==> src/shared/olb_map.svh <==
// register offsets, field positions, reset values of the overlay layer block
// assumes byte addresses on a 32-bit apb bus, one register per word
`ifndef OLB_MAP_SVH
`define OLB_MAP_SVH

// byte addresses of the registers
`define OLB_ROW_PITCH_ADDR      32'hF803813C
`define OLB_PIXEL_PITCH_ADDR    32'hF8038140
`define OLB_FALLBACK_ADDR       32'hF8038144
`define OLB_KEY_REF_ADDR        32'hF8038148
`define OLB_KEY_MASK_ADDR       32'hF803814C
`define OLB_BLEND_CTL_ADDR      32'hF8038150
`define OLB_CHAN_START_ADDR     32'hF8038280
`define OLB_CHAN_STOP_ADDR      32'hF8038284
`define OLB_CHAN_STATUS_ADDR    32'hF8038288

// blender control field positions
`define OLB_B_KEY_EN            0
`define OLB_B_NEG_OUT           1
`define OLB_B_STEP_ADD          2
`define OLB_B_USE_STEP          3
`define OLB_B_REV_ALPHA         4
`define OLB_B_GA_EN             5
`define OLB_B_LA_EN             6
`define OLB_B_OVL_EN            7
`define OLB_B_DMA_EN            8
`define OLB_B_MSB_FILL          9
`define OLB_B_KEY_DST           10
`define OLB_B_GA_LSB            16
`define OLB_BLEND_CTL_MASK      32'h00FF07FF

// channel start, stop and status field positions
`define OLB_C_ON                0
`define OLB_C_REFRESH           1
`define OLB_C_APPEND            2
`define OLB_C_STOP              0
`define OLB_C_ABORT             8

// reset values
`define OLB_RST_WORD            32'h00000000
`define OLB_RST_COLOR           24'h000000
`define OLB_RST_BLEND           24'h000000

`endif

==> src/shared/olb_pkg.sv <==
// types of the overlay layer block
// assumes olb_map.svh for all numeric constants
package olb_pkg;

  // whole register and pipeline state of the block
  typedef struct packed {
    logic [31:0] row_pitch;
    logic [31:0] pixel_pitch;
    logic [23:0] fallback;
    logic [23:0] key_ref;
    logic [23:0] key_mask;
    logic [23:0] blend_ctl;
    logic        chan_on;
    logic        stop_pend;
    logic        refresh_pend;
    logic        append_pend;
    logic        pready;
    logic        pslverr;
    logic [31:0] prdata;
    logic [31:0] fetch_addr;
    logic        fetch_en;
    logic [23:0] pix_out;
    logic        pix_out_valid;
    logic [23:0] stepped;
    logic        attr_apply;
    logic        abort;
  } olb_state_t;

endpackage

==> src/rtl/olb_overlay_layer.sv <==
// overlay layer: apb registers, fetch address stepping, pixel blender and
// the channel start/stop/abort control of one overlay layer
// assumes frame, fetch and pixel strobes come from logic on pclk
//
// How it works
// - row pitch bytes added at row end
// - pixel pitch bytes added per pixel
// - fallback colour shown while channel disabled
// - key reference compared per colour component
// - mask selects compared key bits
// - matching only when key enable set
// - key applies to source or destination
// - stepped pixel is blended or negated
// - adder operand zero or stepped pixel
// - difference term zero or stepped pixel
// - difference times alpha or one minus
// - global alpha used only when enabled
// - local alpha used only when enabled
// - overlay colour from fallback or fetch
// - fetch only when dma layer set
// - narrow components widened, zero or msb fill
// - writing one starts channel
// - refresh applied at next frame start
// - head append pending until hardware done
// - stop takes effect at frame end
// - abort clears channel flags, fetch enable and pixel in flight at once
// - status shows on, refresh, append pending
//
// The APB interface to the registers was left to the implementer.
`include "olb_map.svh"
`timescale 1ns/1ps
`default_nettype none

module olb_overlay_layer #(
  parameter int COMP_W = 8
) (
  input  wire logic        pclk,
  input  wire logic        presetn,
  input  wire logic        psel,
  input  wire logic        penable,
  input  wire logic        pwrite,
  input  wire logic [31:0] paddr,
  input  wire logic [31:0] pwdata,
  input  wire logic [3:0]  pstrb,
  output logic      [31:0] prdata,
  output logic             pready,
  output logic             pslverr,
  input  wire logic        frame_start,
  input  wire logic        frame_end,
  input  wire logic [31:0] layer_base_addr,
  input  wire logic        fetch_step,
  input  wire logic        fetch_row_last,
  input  wire logic        head_append_done,
  input  wire logic        pix_in_valid,
  input  wire logic [23:0] ovl_rgb,
  input  wire logic [7:0]  ovl_alpha,
  input  wire logic [3:0]  comp_bits,
  input  wire logic [23:0] dst_rgb,
  output logic [31:0]      fetch_addr,
  output logic             fetch_en,
  output logic [23:0]      pix_out,
  output logic             pix_out_valid,
  output logic             channel_active_flag,
  output logic             attribute_refresh_pending,
  output logic             head_append_pending,
  output logic             attr_apply,
  output logic             channel_abort_pulse
);

  olb_pkg::olb_state_t st_ff;
  olb_pkg::olb_state_t nxt_st;

  // byte-lane merge for writable registers
  function automatic logic [31:0] merge(input logic [31:0] old,
                                        input logic [31:0] wd,
                                        input logic [3:0]  be);
    logic [31:0] r;
    r = old;
    for (int i = 0; i < 4; i++) begin
      if (be[i]) begin
        r[i*8 +: 8] = wd[i*8 +: 8];
      end
    end
    return r;
  endfunction

  // widen a right-aligned component of nb bits to 8 bits
  function automatic logic [7:0] widen(input logic [7:0] c,
                                       input logic [3:0] nb,
                                       input logic       fill);
    logic [7:0] r;
    logic [3:0] sh;
    r  = c;
    sh = 4'h0;
    if (nb != 4'h0 && nb < 4'h8) begin
      sh = 4'h8 - nb;
      r  = c << sh;
      for (int i = 0; i < 8; i++) begin
        if (i < int'(sh) && fill) begin
          r[i] = r[7];
        end
      end
    end
    return r;
  endfunction

  // 8x8 product scaled back to 8 bits
  function automatic logic [7:0] scale(input logic [7:0] v,
                                       input logic [7:0] a);
    logic [15:0] p;
    p = v * a;
    return p[15:8];
  endfunction

  // apb phases: answer one cycle into the access phase
  logic        acc;
  logic        wr;
  logic        hit;
  logic [31:0] rd;
  // pixel path temporaries
  logic [23:0] ovl_full;
  logic [23:0] ovl_col;
  logic [23:0] keyed;
  logic [23:0] blended;
  logic [23:0] result;
  logic [7:0]  alpha;
  logic [7:0]  alpha_sel;
  logic [7:0]  o_c;
  logic [7:0]  d_c;
  logic [7:0]  s_c;
  logic [15:0] base_sum;
  logic [9:0]  total;
  logic        key_match;
  logic        show_dst;
  logic [23:0] bc;

  always_comb begin
    nxt_st    = st_ff;
    acc       = psel & penable;
    wr        = acc & st_ff.pready & pwrite;
    hit       = 1'b1;
    rd        = `OLB_RST_WORD;
    ovl_full  = 24'h000000;
    ovl_col   = 24'h000000;
    keyed     = 24'h000000;
    blended   = 24'h000000;
    result    = 24'h000000;
    alpha     = 8'hFF;
    alpha_sel = 8'hFF;
    o_c       = 8'h00;
    d_c       = 8'h00;
    s_c       = 8'h00;
    base_sum  = 16'h0000;
    total     = 10'h000;
    key_match = 1'b0;
    show_dst  = 1'b0;
    bc        = st_ff.blend_ctl;

    // read decode; write-only registers read as zero
    case (paddr)
      `OLB_ROW_PITCH_ADDR:   rd = st_ff.row_pitch;
      `OLB_PIXEL_PITCH_ADDR: rd = st_ff.pixel_pitch;
      `OLB_FALLBACK_ADDR:    rd = {8'h00, st_ff.fallback};
      `OLB_KEY_REF_ADDR:     rd = {8'h00, st_ff.key_ref};
      `OLB_KEY_MASK_ADDR:    rd = {8'h00, st_ff.key_mask};
      `OLB_BLEND_CTL_ADDR:   rd = {8'h00, st_ff.blend_ctl};
      `OLB_CHAN_START_ADDR:  rd = `OLB_RST_WORD;
      `OLB_CHAN_STOP_ADDR:   rd = `OLB_RST_WORD;
      `OLB_CHAN_STATUS_ADDR: rd = {29'h00000000, st_ff.append_pend,
                                   st_ff.refresh_pend, st_ff.chan_on};
      default:               hit = 1'b0;
    endcase

    // answer in the second access cycle, never back to back
    nxt_st.pready  = acc & ~st_ff.pready;
    nxt_st.pslverr = acc & ~st_ff.pready & ~hit;
    if (acc & ~st_ff.pready) begin
      nxt_st.prdata = pwrite ? `OLB_RST_WORD : rd;
    end

    // configuration writes, by byte lane
    if (wr) begin
      case (paddr)
        `OLB_ROW_PITCH_ADDR: begin
          nxt_st.row_pitch = merge(st_ff.row_pitch, pwdata, pstrb);
        end
        `OLB_PIXEL_PITCH_ADDR: begin
          nxt_st.pixel_pitch = merge(st_ff.pixel_pitch, pwdata, pstrb);
        end
        `OLB_FALLBACK_ADDR: begin
          nxt_st.fallback = 24'(merge({8'h00, st_ff.fallback}, pwdata,
                                      pstrb));
        end
        `OLB_KEY_REF_ADDR: begin
          nxt_st.key_ref = 24'(merge({8'h00, st_ff.key_ref}, pwdata,
                                     pstrb));
        end
        `OLB_KEY_MASK_ADDR: begin
          nxt_st.key_mask = 24'(merge({8'h00, st_ff.key_mask}, pwdata,
                                      pstrb));
        end
        `OLB_BLEND_CTL_ADDR: begin
          nxt_st.blend_ctl = 24'(merge({8'h00, st_ff.blend_ctl}, pwdata,
                                       pstrb) & `OLB_BLEND_CTL_MASK);
        end
        default: begin
        end
      endcase
    end

    // one-cycle events default low
    nxt_st.attr_apply = 1'b0;
    nxt_st.abort      = 1'b0;

    if (st_ff.stop_pend && frame_end) begin
      nxt_st.chan_on   = 1'b0;
      nxt_st.stop_pend = 1'b0;
    end
    if (st_ff.refresh_pend && frame_start) begin
      nxt_st.refresh_pend = 1'b0;
      nxt_st.attr_apply   = 1'b1;
    end
    if (head_append_done) begin
      nxt_st.append_pend = 1'b0;
    end

    // software requests come last so a set beats a same-cycle clear
    if (wr && paddr == `OLB_CHAN_START_ADDR) begin
      if (pwdata[`OLB_C_ON] && pstrb[0]) begin
        nxt_st.chan_on = 1'b1;
      end
      if (pwdata[`OLB_C_REFRESH] && pstrb[0]) begin
        nxt_st.refresh_pend = 1'b1;
      end
      if (pwdata[`OLB_C_APPEND] && pstrb[0]) begin
        nxt_st.append_pend = 1'b1;
      end
    end
    if (wr && paddr == `OLB_CHAN_STOP_ADDR) begin
      if (pwdata[`OLB_C_STOP] && pstrb[0] && st_ff.chan_on) begin
        nxt_st.stop_pend = 1'b1;
      end
      if (pwdata[`OLB_C_ABORT] && pstrb[1]) begin
        nxt_st.chan_on      = 1'b0;
        nxt_st.stop_pend    = 1'b0;
        nxt_st.refresh_pend = 1'b0;
        nxt_st.append_pend  = 1'b0;
        nxt_st.fetch_en     = 1'b0;
        nxt_st.abort        = 1'b1;
      end
    end

    // fetch runs only for a live dma layer
    nxt_st.fetch_en = nxt_st.chan_on & nxt_st.blend_ctl[`OLB_B_DMA_EN];

    // fetch address stepping, restarted each frame
    if (frame_start) begin
      nxt_st.fetch_addr = layer_base_addr;
    end else if (st_ff.fetch_en && fetch_step) begin
      nxt_st.fetch_addr = st_ff.fetch_addr + st_ff.pixel_pitch;
      if (fetch_row_last) begin
        nxt_st.fetch_addr = st_ff.fetch_addr + st_ff.pixel_pitch
                            + st_ff.row_pitch;
      end
    end

    // alpha sources; both on multiplies them
    if (bc[`OLB_B_GA_EN] && bc[`OLB_B_LA_EN]) begin
      alpha = scale(bc[`OLB_B_GA_LSB +: 8], ovl_alpha);
    end else if (bc[`OLB_B_GA_EN]) begin
      alpha = bc[`OLB_B_GA_LSB +: 8];
    end else if (bc[`OLB_B_LA_EN]) begin
      alpha = ovl_alpha;
    end
    alpha_sel = bc[`OLB_B_REV_ALPHA] ? (8'hFF - alpha) : alpha;

    for (int k = 0; k < 3; k++) begin
      ovl_full[k*8 +: 8] = widen(ovl_rgb[k*8 +: 8], comp_bits,
                                 bc[`OLB_B_MSB_FILL]);
    end
    if (st_ff.chan_on && bc[`OLB_B_OVL_EN] && bc[`OLB_B_DMA_EN]) begin
      ovl_col = ovl_full;
    end else begin
      ovl_col = st_ff.fallback;
    end

    for (int k = 0; k < 3; k++) begin
      o_c      = ovl_col[k*8 +: 8];
      d_c      = dst_rgb[k*8 +: 8];
      s_c      = bc[`OLB_B_USE_STEP] ? st_ff.stepped[k*8 +: 8] : 8'h00;
      // widen before multiplying so the product keeps all 16 bits
      base_sum = 16'(o_c) * 16'(alpha) + 16'(d_c) * 16'(8'hFF - alpha);
      total    = {2'b00, base_sum[15:8]} + {2'b00, scale(s_c, alpha_sel)};
      if (bc[`OLB_B_STEP_ADD]) begin
        total = total + {2'b00, st_ff.stepped[k*8 +: 8]};
      end
      // saturate rather than wrap to keep bright areas bright
      blended[k*8 +: 8] = (total > 10'h0FF) ? 8'hFF : total[7:0];
    end

    keyed     = bc[`OLB_B_KEY_DST] ? dst_rgb : ovl_col;
    key_match = ((keyed ^ st_ff.key_ref) & st_ff.key_mask) == 24'h000000;
    if (bc[`OLB_B_KEY_EN]) begin
      show_dst = bc[`OLB_B_KEY_DST] ? ~key_match : key_match;
    end
    result = show_dst ? dst_rgb : blended;

    nxt_st.pix_out_valid = pix_in_valid;
    if (pix_in_valid) begin
      nxt_st.pix_out = result;
      nxt_st.stepped = bc[`OLB_B_NEG_OUT] ? ~result : result;
    end
    // abort drops the pixel in flight
    if (nxt_st.abort) begin
      nxt_st.pix_out_valid = 1'b0;
      nxt_st.stepped       = `OLB_RST_COLOR;
    end
  end

  // single state register
  always_ff @(posedge pclk or negedge presetn) begin
    if (!presetn) begin
      st_ff.row_pitch     <= `OLB_RST_WORD;
      st_ff.pixel_pitch   <= `OLB_RST_WORD;
      st_ff.fallback      <= `OLB_RST_COLOR;
      st_ff.key_ref       <= `OLB_RST_COLOR;
      st_ff.key_mask      <= `OLB_RST_COLOR;
      st_ff.blend_ctl     <= `OLB_RST_BLEND;
      st_ff.chan_on       <= 1'b0;
      st_ff.stop_pend     <= 1'b0;
      st_ff.refresh_pend  <= 1'b0;
      st_ff.append_pend   <= 1'b0;
      st_ff.pready        <= 1'b0;
      st_ff.pslverr       <= 1'b0;
      st_ff.prdata        <= `OLB_RST_WORD;
      st_ff.fetch_addr    <= `OLB_RST_WORD;
      st_ff.fetch_en      <= 1'b0;
      st_ff.pix_out       <= `OLB_RST_COLOR;
      st_ff.pix_out_valid <= 1'b0;
      st_ff.stepped       <= `OLB_RST_COLOR;
      st_ff.attr_apply    <= 1'b0;
      st_ff.abort         <= 1'b0;
    end else begin
      st_ff <= nxt_st;
    end
  end

  // outputs straight from the state register
  assign prdata                    = st_ff.prdata;
  assign pready                    = st_ff.pready;
  assign pslverr                   = st_ff.pslverr;
  assign fetch_addr                = st_ff.fetch_addr;
  assign fetch_en                  = st_ff.fetch_en;
  assign pix_out                   = st_ff.pix_out;
  assign pix_out_valid             = st_ff.pix_out_valid;
  assign channel_active_flag       = st_ff.chan_on;
  assign attribute_refresh_pending = st_ff.refresh_pend;
  assign head_append_pending       = st_ff.append_pend;
  assign attr_apply                = st_ff.attr_apply;
  assign channel_abort_pulse       = st_ff.abort;

endmodule

`default_nettype wire

==> config.mk <==
export PLATFORM = sky130hd
export DESIGN_NAME = olb_overlay_layer
export DESIGN_NICKNAME = d
export VERILOG_FILES = /design/src/shared/olb_pkg.sv /design/src/rtl/olb_overlay_layer.sv
export VERILOG_INCLUDE_DIRS = /design/src /design/src/shared
export SDC_FILE = /design/constraint.sdc
export NUM_CORES = 2
export LEC_CHECK = 0
export BUFFER_PORTS_ARGS = -buffer_cell sky130_fd_sc_hd__buf_2
export CORE_ASPECT_RATIO = 2
export CORE_MARGIN = 4
export CORE_UTILIZATION = 60
export CTS_CLUSTER_SIZE = 20
export DETAILED_ROUTE_END_ITERATION = 16
export HOLD_SLACK_MARGIN = 0.12
export MAX_ROUTING_LAYER = met4
export PLACE_DENSITY = 0.79
export SETUP_SLACK_MARGIN = 0.1
export SYNTH_ARGS = -nofsm -noshare
export SYNTH_HDL_FRONTEND = slang
export SYNTH_SLANG_ARGS = --single-unit
export TNS_END_PERCENT = 100
==> constraint.sdc <==
create_clock -name pclk -period 16.7 [get_ports pclk]
set_input_delay 1.67 -clock pclk [delete_from_list [all_inputs] [get_ports pclk]]
set_output_delay 1.67 -clock pclk [all_outputs]
set_load 0.02 [all_outputs]
# == Word-level counts from Yosys, hierarchy flattened ==
# Cells that the tools add are included.
# classes
n_addsub,14
mul,10
n_lt_le_gt_ge,11
eq_ne,9
shift,3
muxes,69
bitwise_logic,12
reduce_logical,46
# op_table
operator,count
$eq A32 B32 Y1 const B,9
$pmux W32 S7,1
$mux W32,4
$mux W24,5
$mul A8 B8 Y16,7
$mux W8,14
$add A32 B32 Y32,2
$reduce_and A3 Y1,20
$add A16 B16 Y16,3
$mux W1,35
$mul A8 B16 Y16,2
$add A9 B8 Y10,3
$gt A10 B8 Y1 const B,3
$mux W10,3
$add A8 B8 Y9,3
$mux W25,1
$and A24 B24 Y24,1
$logic_not A24 Y1,1
$not A24 Y24,1
$shl A8 B4 Y8,3
$xor A24 B24 Y24,1
$logic_and A1 B1 Y1,21
$mux W9,2
$mul A9 B9 Y16,1
other kinds (14),28
# totals
ff_bits,277
input_bits,171
output_inout_bits,97
wordCells,209

# == Longest topological paths before layout ==
# depth
ltp_word,18
mapped_depth,58
ltp_nobuf,56

# == Worst setup path after synthesis ==
# No wires, ideal clock.
# synth_timing
path_kind,input port to flip-flop
start,in ovl_alpha[2]
end,reg pix_out[7] (netlist name)
setup_time_ps,125
arrival_ps,13392
required_time_ps,16575
slack_ps,3184
cell_stages,50
path_buffers,2
cell_sequence,nand2_1 fa_1 fa_1 inv_1 fa_1 inv_1 fa_1 inv_1 ha_1 a21o_1 a31oi_1 o21bai_1 a21oi_1 o21bai_1 a211o_1 a2111oi_0 o41ai_1 a22oi_1 (+14 left out) a21oi_1 o21bai_1 a21oi_1 o21bai_1 a21oi_1 nor2b_1 nor2_1 xnor2_1 ha_1 xnor2_1 ha_1 a21boi_0 o2111ai_1 nor3b_1 a311o_1 nand3_1 mux2_2 mux2_2
# synth_via
elab_chain_len,12
word_cells_on_any_way,17
classes_between,add/sub: 5; mul: 4; order compare: 1; mux: 7
# synth_rtl
item,line,text
start: declaration,olb_overlay_layer.sv:56,"input wire logic [7:0] ovl_alpha,"
"parallel branches: the longest is 2 deep, another holds $mul A8 B8 Y16",--,
$mux W8 *,olb_overlay_layer.sv:268,if (bc[`OLB_B_GA_EN] && bc[`OLB_B_LA_EN]) begin
$sub A8 B8 Y9 or $sub A8 B8 Y8 (tied branches),"olb_overlay_layer.sv:292, olb_overlay_layer.sv:275",
$mul A8 B16 Y16 or $mux W8 (tied branches),"olb_overlay_layer.sv:292, olb_overlay_layer.sv:275",
$add A16 B16 Y16 or $mul A8 B8 Y16 (tied branches),"olb_overlay_layer.sv:292, olb_overlay_layer.sv:111",
$add A8 B8 Y9 *,olb_overlay_layer.sv:293,"total = {2'b00, base_sum[15:8]} + {2'b00, scale(s_c, alpha_sel)};"
$add A9 B8 Y10,olb_overlay_layer.sv:295,"total = total + {2'b00, st_ff.stepped[k*8 +: 8]};"
$mux W10 *,olb_overlay_layer.sv:294,if (bc[`OLB_B_STEP_ADD]) begin
$gt A10 B8 Y1,olb_overlay_layer.sv:298,blended[k*8 +: 8] = (total > 10'h0FF) ? 8'hFF : total[7:0];
$mux W8 *,olb_overlay_layer.sv:298,
$mux W24 *,olb_overlay_layer.sv:306,result = show_dst ? dst_rgb : blended;
# Mark *: on every way between the ends.
# A chain may end at the register's enable or synchronous reset.

# == Final worst setup path ==
# layout_timing
start,in ovl_alpha[2]
end,reg st_ff[14] (netlist bit)
# layout_via
elab_chain_len,16
word_cells_on_any_way,21
classes_between,add/sub: 5; mul: 4; order compare: 1; mux: 10; bitwise: 1
# layout_rtl
item,line,text
"parallel branches: the longest is 2 deep, another holds $mul A8 B8 Y16",--,
$mux W8 *,olb_overlay_layer.sv:268,
$sub A8 B8 Y9 or $sub A8 B8 Y8 (tied branches),"olb_overlay_layer.sv:292, olb_overlay_layer.sv:275",
$mul A8 B16 Y16 or $mux W8 (tied branches),"olb_overlay_layer.sv:292, olb_overlay_layer.sv:275",
$add A16 B16 Y16 or $mul A8 B8 Y16 (tied branches),"olb_overlay_layer.sv:292, olb_overlay_layer.sv:111",
$add A8 B8 Y9 *,olb_overlay_layer.sv:293,
$add A9 B8 Y10,olb_overlay_layer.sv:295,
$mux W10 *,olb_overlay_layer.sv:294,
$gt A10 B8 Y1,olb_overlay_layer.sv:298,
$mux W8 *,olb_overlay_layer.sv:298,
$mux W24 *,olb_overlay_layer.sv:306,
$not A24 Y24,olb_overlay_layer.sv:311,nxt_st.stepped = bc[`OLB_B_NEG_OUT] ? ~result : result;
$mux W24 *,olb_overlay_layer.sv:311,
$mux W24 *,olb_overlay_layer.sv:309,if (pix_in_valid) begin
$mux W25 *,olb_overlay_layer.sv:314,if (nxt_st.abort) begin
end signal: assignment,olb_overlay_layer.sv:344,st_ff <= nxt_st;
end: declaration,olb_overlay_layer.sv:70,olb_pkg::olb_state_t st_ff;
# Mark *: on every way between the ends. The select of a mux whose other input is x is not followed.

==> impl_results.md <==
* Outcome: finished with violations
* Overall power at 4.873 mW
* CTS buffer count at 27
* Crit path DAT at 14.75 ns
* Crit path max fanout at 49
* Area contributors post-synth: fa_1 21%, dfrtp_1 17%, ha_1 13%
* Final critical-path required period at 14.30 ns
* Asr flop ratio synth at 1.000
* Max-cap violations at 2
* Num rows at 135
* Max Fclk at 69.93 MHz
* Vias per Instance at 6.108
* Final GP Congestion at 1.063
* Core area at 67560 µm²
* Clk_lat worst skew at 0.62 ns
* Cell accounting for the most synthesized area: fa_1
* Slowest Stage Delay on Critical Path at 0.59 ns
* CTS tree: yes
* Clock-pin slew on the worst setup and hold paths at 0.07 ns
* Num ports at 268
* Clk network pwr share at 0.140
* Cell area after synthesis at 40800 µm²
* Root buffer cell: clkbuf_16
* Slew Limit Fails at 5
* Synth Register Bits at 277
* Global-route usage over all layers at 0.3737
* Routed Antenna Nets at 0
* Vias at 34089
* Share of layout cells above drive strength 1 at 0.1309
* RSZ-0062 raised after global routing: no
* Mapped Cells at 4580
* Die W at 192.4 µm
* Worst-Margin Slew at 1.613 ns
* Slew Limit Headroom at -0.08645
* Final setup vio count at 0
* DR WL/cell at 23.34 µm
* Clock buffer depth at 3
* Final Skew at 0.02644 ns
* Worst setup EP type: register
* Total global routing overflow at 0
* Drt pass-1 iters at 7
* Crit path launch type: input port
* Worst VDD drop at 0.1212 mV
* Drt total wl at 130.2 mm
* DRC viols at 0
* HPWL after detailed placement at 105.8 mm
* Vias in the first global route at 36934
* Setup TNS at 0 ns
* Number of synthesized flops with an enable pin at 0
* Period utilization at 0.8563
* Die footprint at 72480 µm²
* Sequential area share after synthesis at 0.1699
* Pleak at 22.37 nW
* H-tree lvl count at 1
* Post-CTS sizing at 0
* First-pass GRT wire length at 201.2 mm
* Largest net degree at the start of global routing at 81
* Failing checks: capacitance limit, slew limit
* Synth-to-layout area growth at 6.297%
* Post-CTS Setup Inserts at 0
* CP Class: input port to register
* Slowest stage cell, crit path: fa_1
* Netlist cell types at 88
* Sequential Power Share at 0.173
* Hold Vio Cnt, Final at 0
* Syn. warnings at 0
* Internal power at 2.633 mW
* Starting Density at 0.6038
* CTS sink count at 277
* Port bufs at 267
* Layout Nets at 5686
* Tightest Hold Check Type: register to register
* Switching pwr at 2.240 mW
* Initial antenna violation count at 15
* CTS Hold Buffers Added at 0
* Worst path most repeated cell: fa_1
* Top_reg_cell synth: dfrtp_1
* Yosys top cell area share at 0.2120
* Die span in y at 376.8 µm
* Required @ worst endpoint at 17.15 ns
* Combinational share of power at 0.687
* Pwr dens at 112.4 nW/µm²
* Switching part of the total power at 0.4597
* Initial DRC Count at 2486
* Avg Cell Area, Syn at 8.907 µm²
-- worst paths after layout --
check                        startpoint             end  slack, ns  cells after the start
min in group asynchronous       presetn  fetch_addr[29]       1.04                      1
setup reg to reg                 bc[18]       st_ff[14]       2.95                     52
setup / recovery           ovl_alpha[2]       st_ff[14]       2.40                     53
hold / removal               prdata[13]      prdata[13]       0.47                      1
hold reg to reg              prdata[13]      prdata[13]       0.47                      1
max in group asynchronous       presetn       st_ff[10]      13.30                      3
-- through the flow --
stage                     setup WS [ns]  hold slack (ns)  utilization  cells  instance area [µm²]
final                             2.400           0.4728       0.6418   5581                43360
after global routing              1.551           0.4933       0.6417   5579                43360
after CTS                         2.578           0.4772       0.6413   5566                43330
after detailed placement          1.956           0.4608       0.6270   5516                42360
after global placement            2.324           0.4587       0.6270   5516                42360
after floorplan                   3.184           0.4506            -   4581                40800
-- worst max-delay path: cells and delay by family --
| kind | cells | cell delay [ns] |
|---|---|---|
| AOI/OAI and AO/OA | 18 | 3.73 |
| muxes | 1 | 0.24 |
| buffers and inverters | 10 | 1.31 |
| xor gates and xnor gates | 3 | 0.46 |
| adders and majority gates | 13 | 5.72 |
| and+or+nand+nor | 8 | 1.54 |
-- synthesized netlist by cell type (23+ instances only) --
cell type    n
inv_1      685
clkbuf_1   169
xor2_1      73
ha_1       428
and3_1      24
dfrtp_1    277
buf_4       90
o21ai_0    175
and2_1     236
nor2_1     294
nand3_1     58
a22oi_1     64
fa_1       432
nand2_1    394
a21o_1      64
nor3_1      39
a221oi_1    23
mux2_2     172
xnor2_1    145
o21bai_1    34
nand2b_1    51
a21oi_1    190
nor2b_1     34
mux2i_1     76
-- sequential cells by signal, indices dropped and copies added, names as in the netlist --
signal and flops:
pix_out_valid 1, attribute_refresh_pending 1, channel_active_flag 1, bc 19, pix_out 24, prdata 32, fetch_addr 32, st_ff 161
fetch_en 1, head_append_pending 1, pready 1, attr_apply 1, channel_abort_pulse 1, pslverr 1
-- cell type report --
class,instances,area (µm²)
antenna,15,37.54
clock buffer,36,749.5
clock inverter,14,212.7
fill,5728,24200
inverter,686,2575
multi-input combinational,3329,29890
sequential,277,6933
tap,890,1114
timing repair buffer,334,1849
-- power groups by stage --
stage | clock, mW | sequential, mW | combinational [mW]
2_1_floorplan | 0 | 0.805 | 2.68
3_3_place_gp | 0 | 0.854 | 3.16
3_5_place_dp | 0 | 0.854 | 3.33
4_1_cts | 0.685 | 0.842 | 3.35
5_1_grt | 0.710 | 0.849 | 3.83
6_report | 0.680 | 0.844 | 3.35
-- logic make-up (layout without fill, tap and decap cells) --
group | count (synthesis) | in the layout | share of synthesized area
adder cells (fa/ha/maj) | 860 | 860 | 0.3433
XOR/XNOR | 218 | 218 | 0.04680
AND/OR/NAND/NOR | 1248 | 1248 | 0.1492
AO/OA/AOI/OAI | 733 | 733 | 0.1169
flip-flops | 277 | 277 | 0.1699
other | 1 | 17 | 0.00009192
multiplexers | 268 | 268 | 0.07490
buffers and inverters | 975 | 1070 | 0.09897
-- metal layers --
layer / share of wire / global-route usage / vias to the layer above / routed length (µm)
met2: 0.50 / 0.6435 / 1527 / 65730
met4: 0.12 / 0.3375 / 0 / 15900
li1: - / - / 15112 / -
met5: 0 / - / - / 0
met1: 0.31 / 0.3469 / 16695 / 40300
met3: 0.064 / 0.06415 / 755 / 8303
-- cells in the final DEF, fill, tap and decap left out, drive strengths merged, types with 12 or more instances in the layout --
master     n
clkbuf    36
dfrtp    277
o22ai     13
or3       16
a211oi    17
xnor2    145
nor2     294
nand2    394
nor3b     16
buf      334
o21a      21
nor2b     34
and2     239
a21oi    190
nand2b    51
mux2     182
diode     15
nand3     58
a21o      64
a22oi     64
nand4     14
and3      24
or2       18
o21ai    178
fa       432
mux2i     79
ha       428
a221oi    24
xor2      73
o21bai    34
inv      688
nor3      39
a2111oi   12
Note: power is estimated with default switching activity, not from simulation.
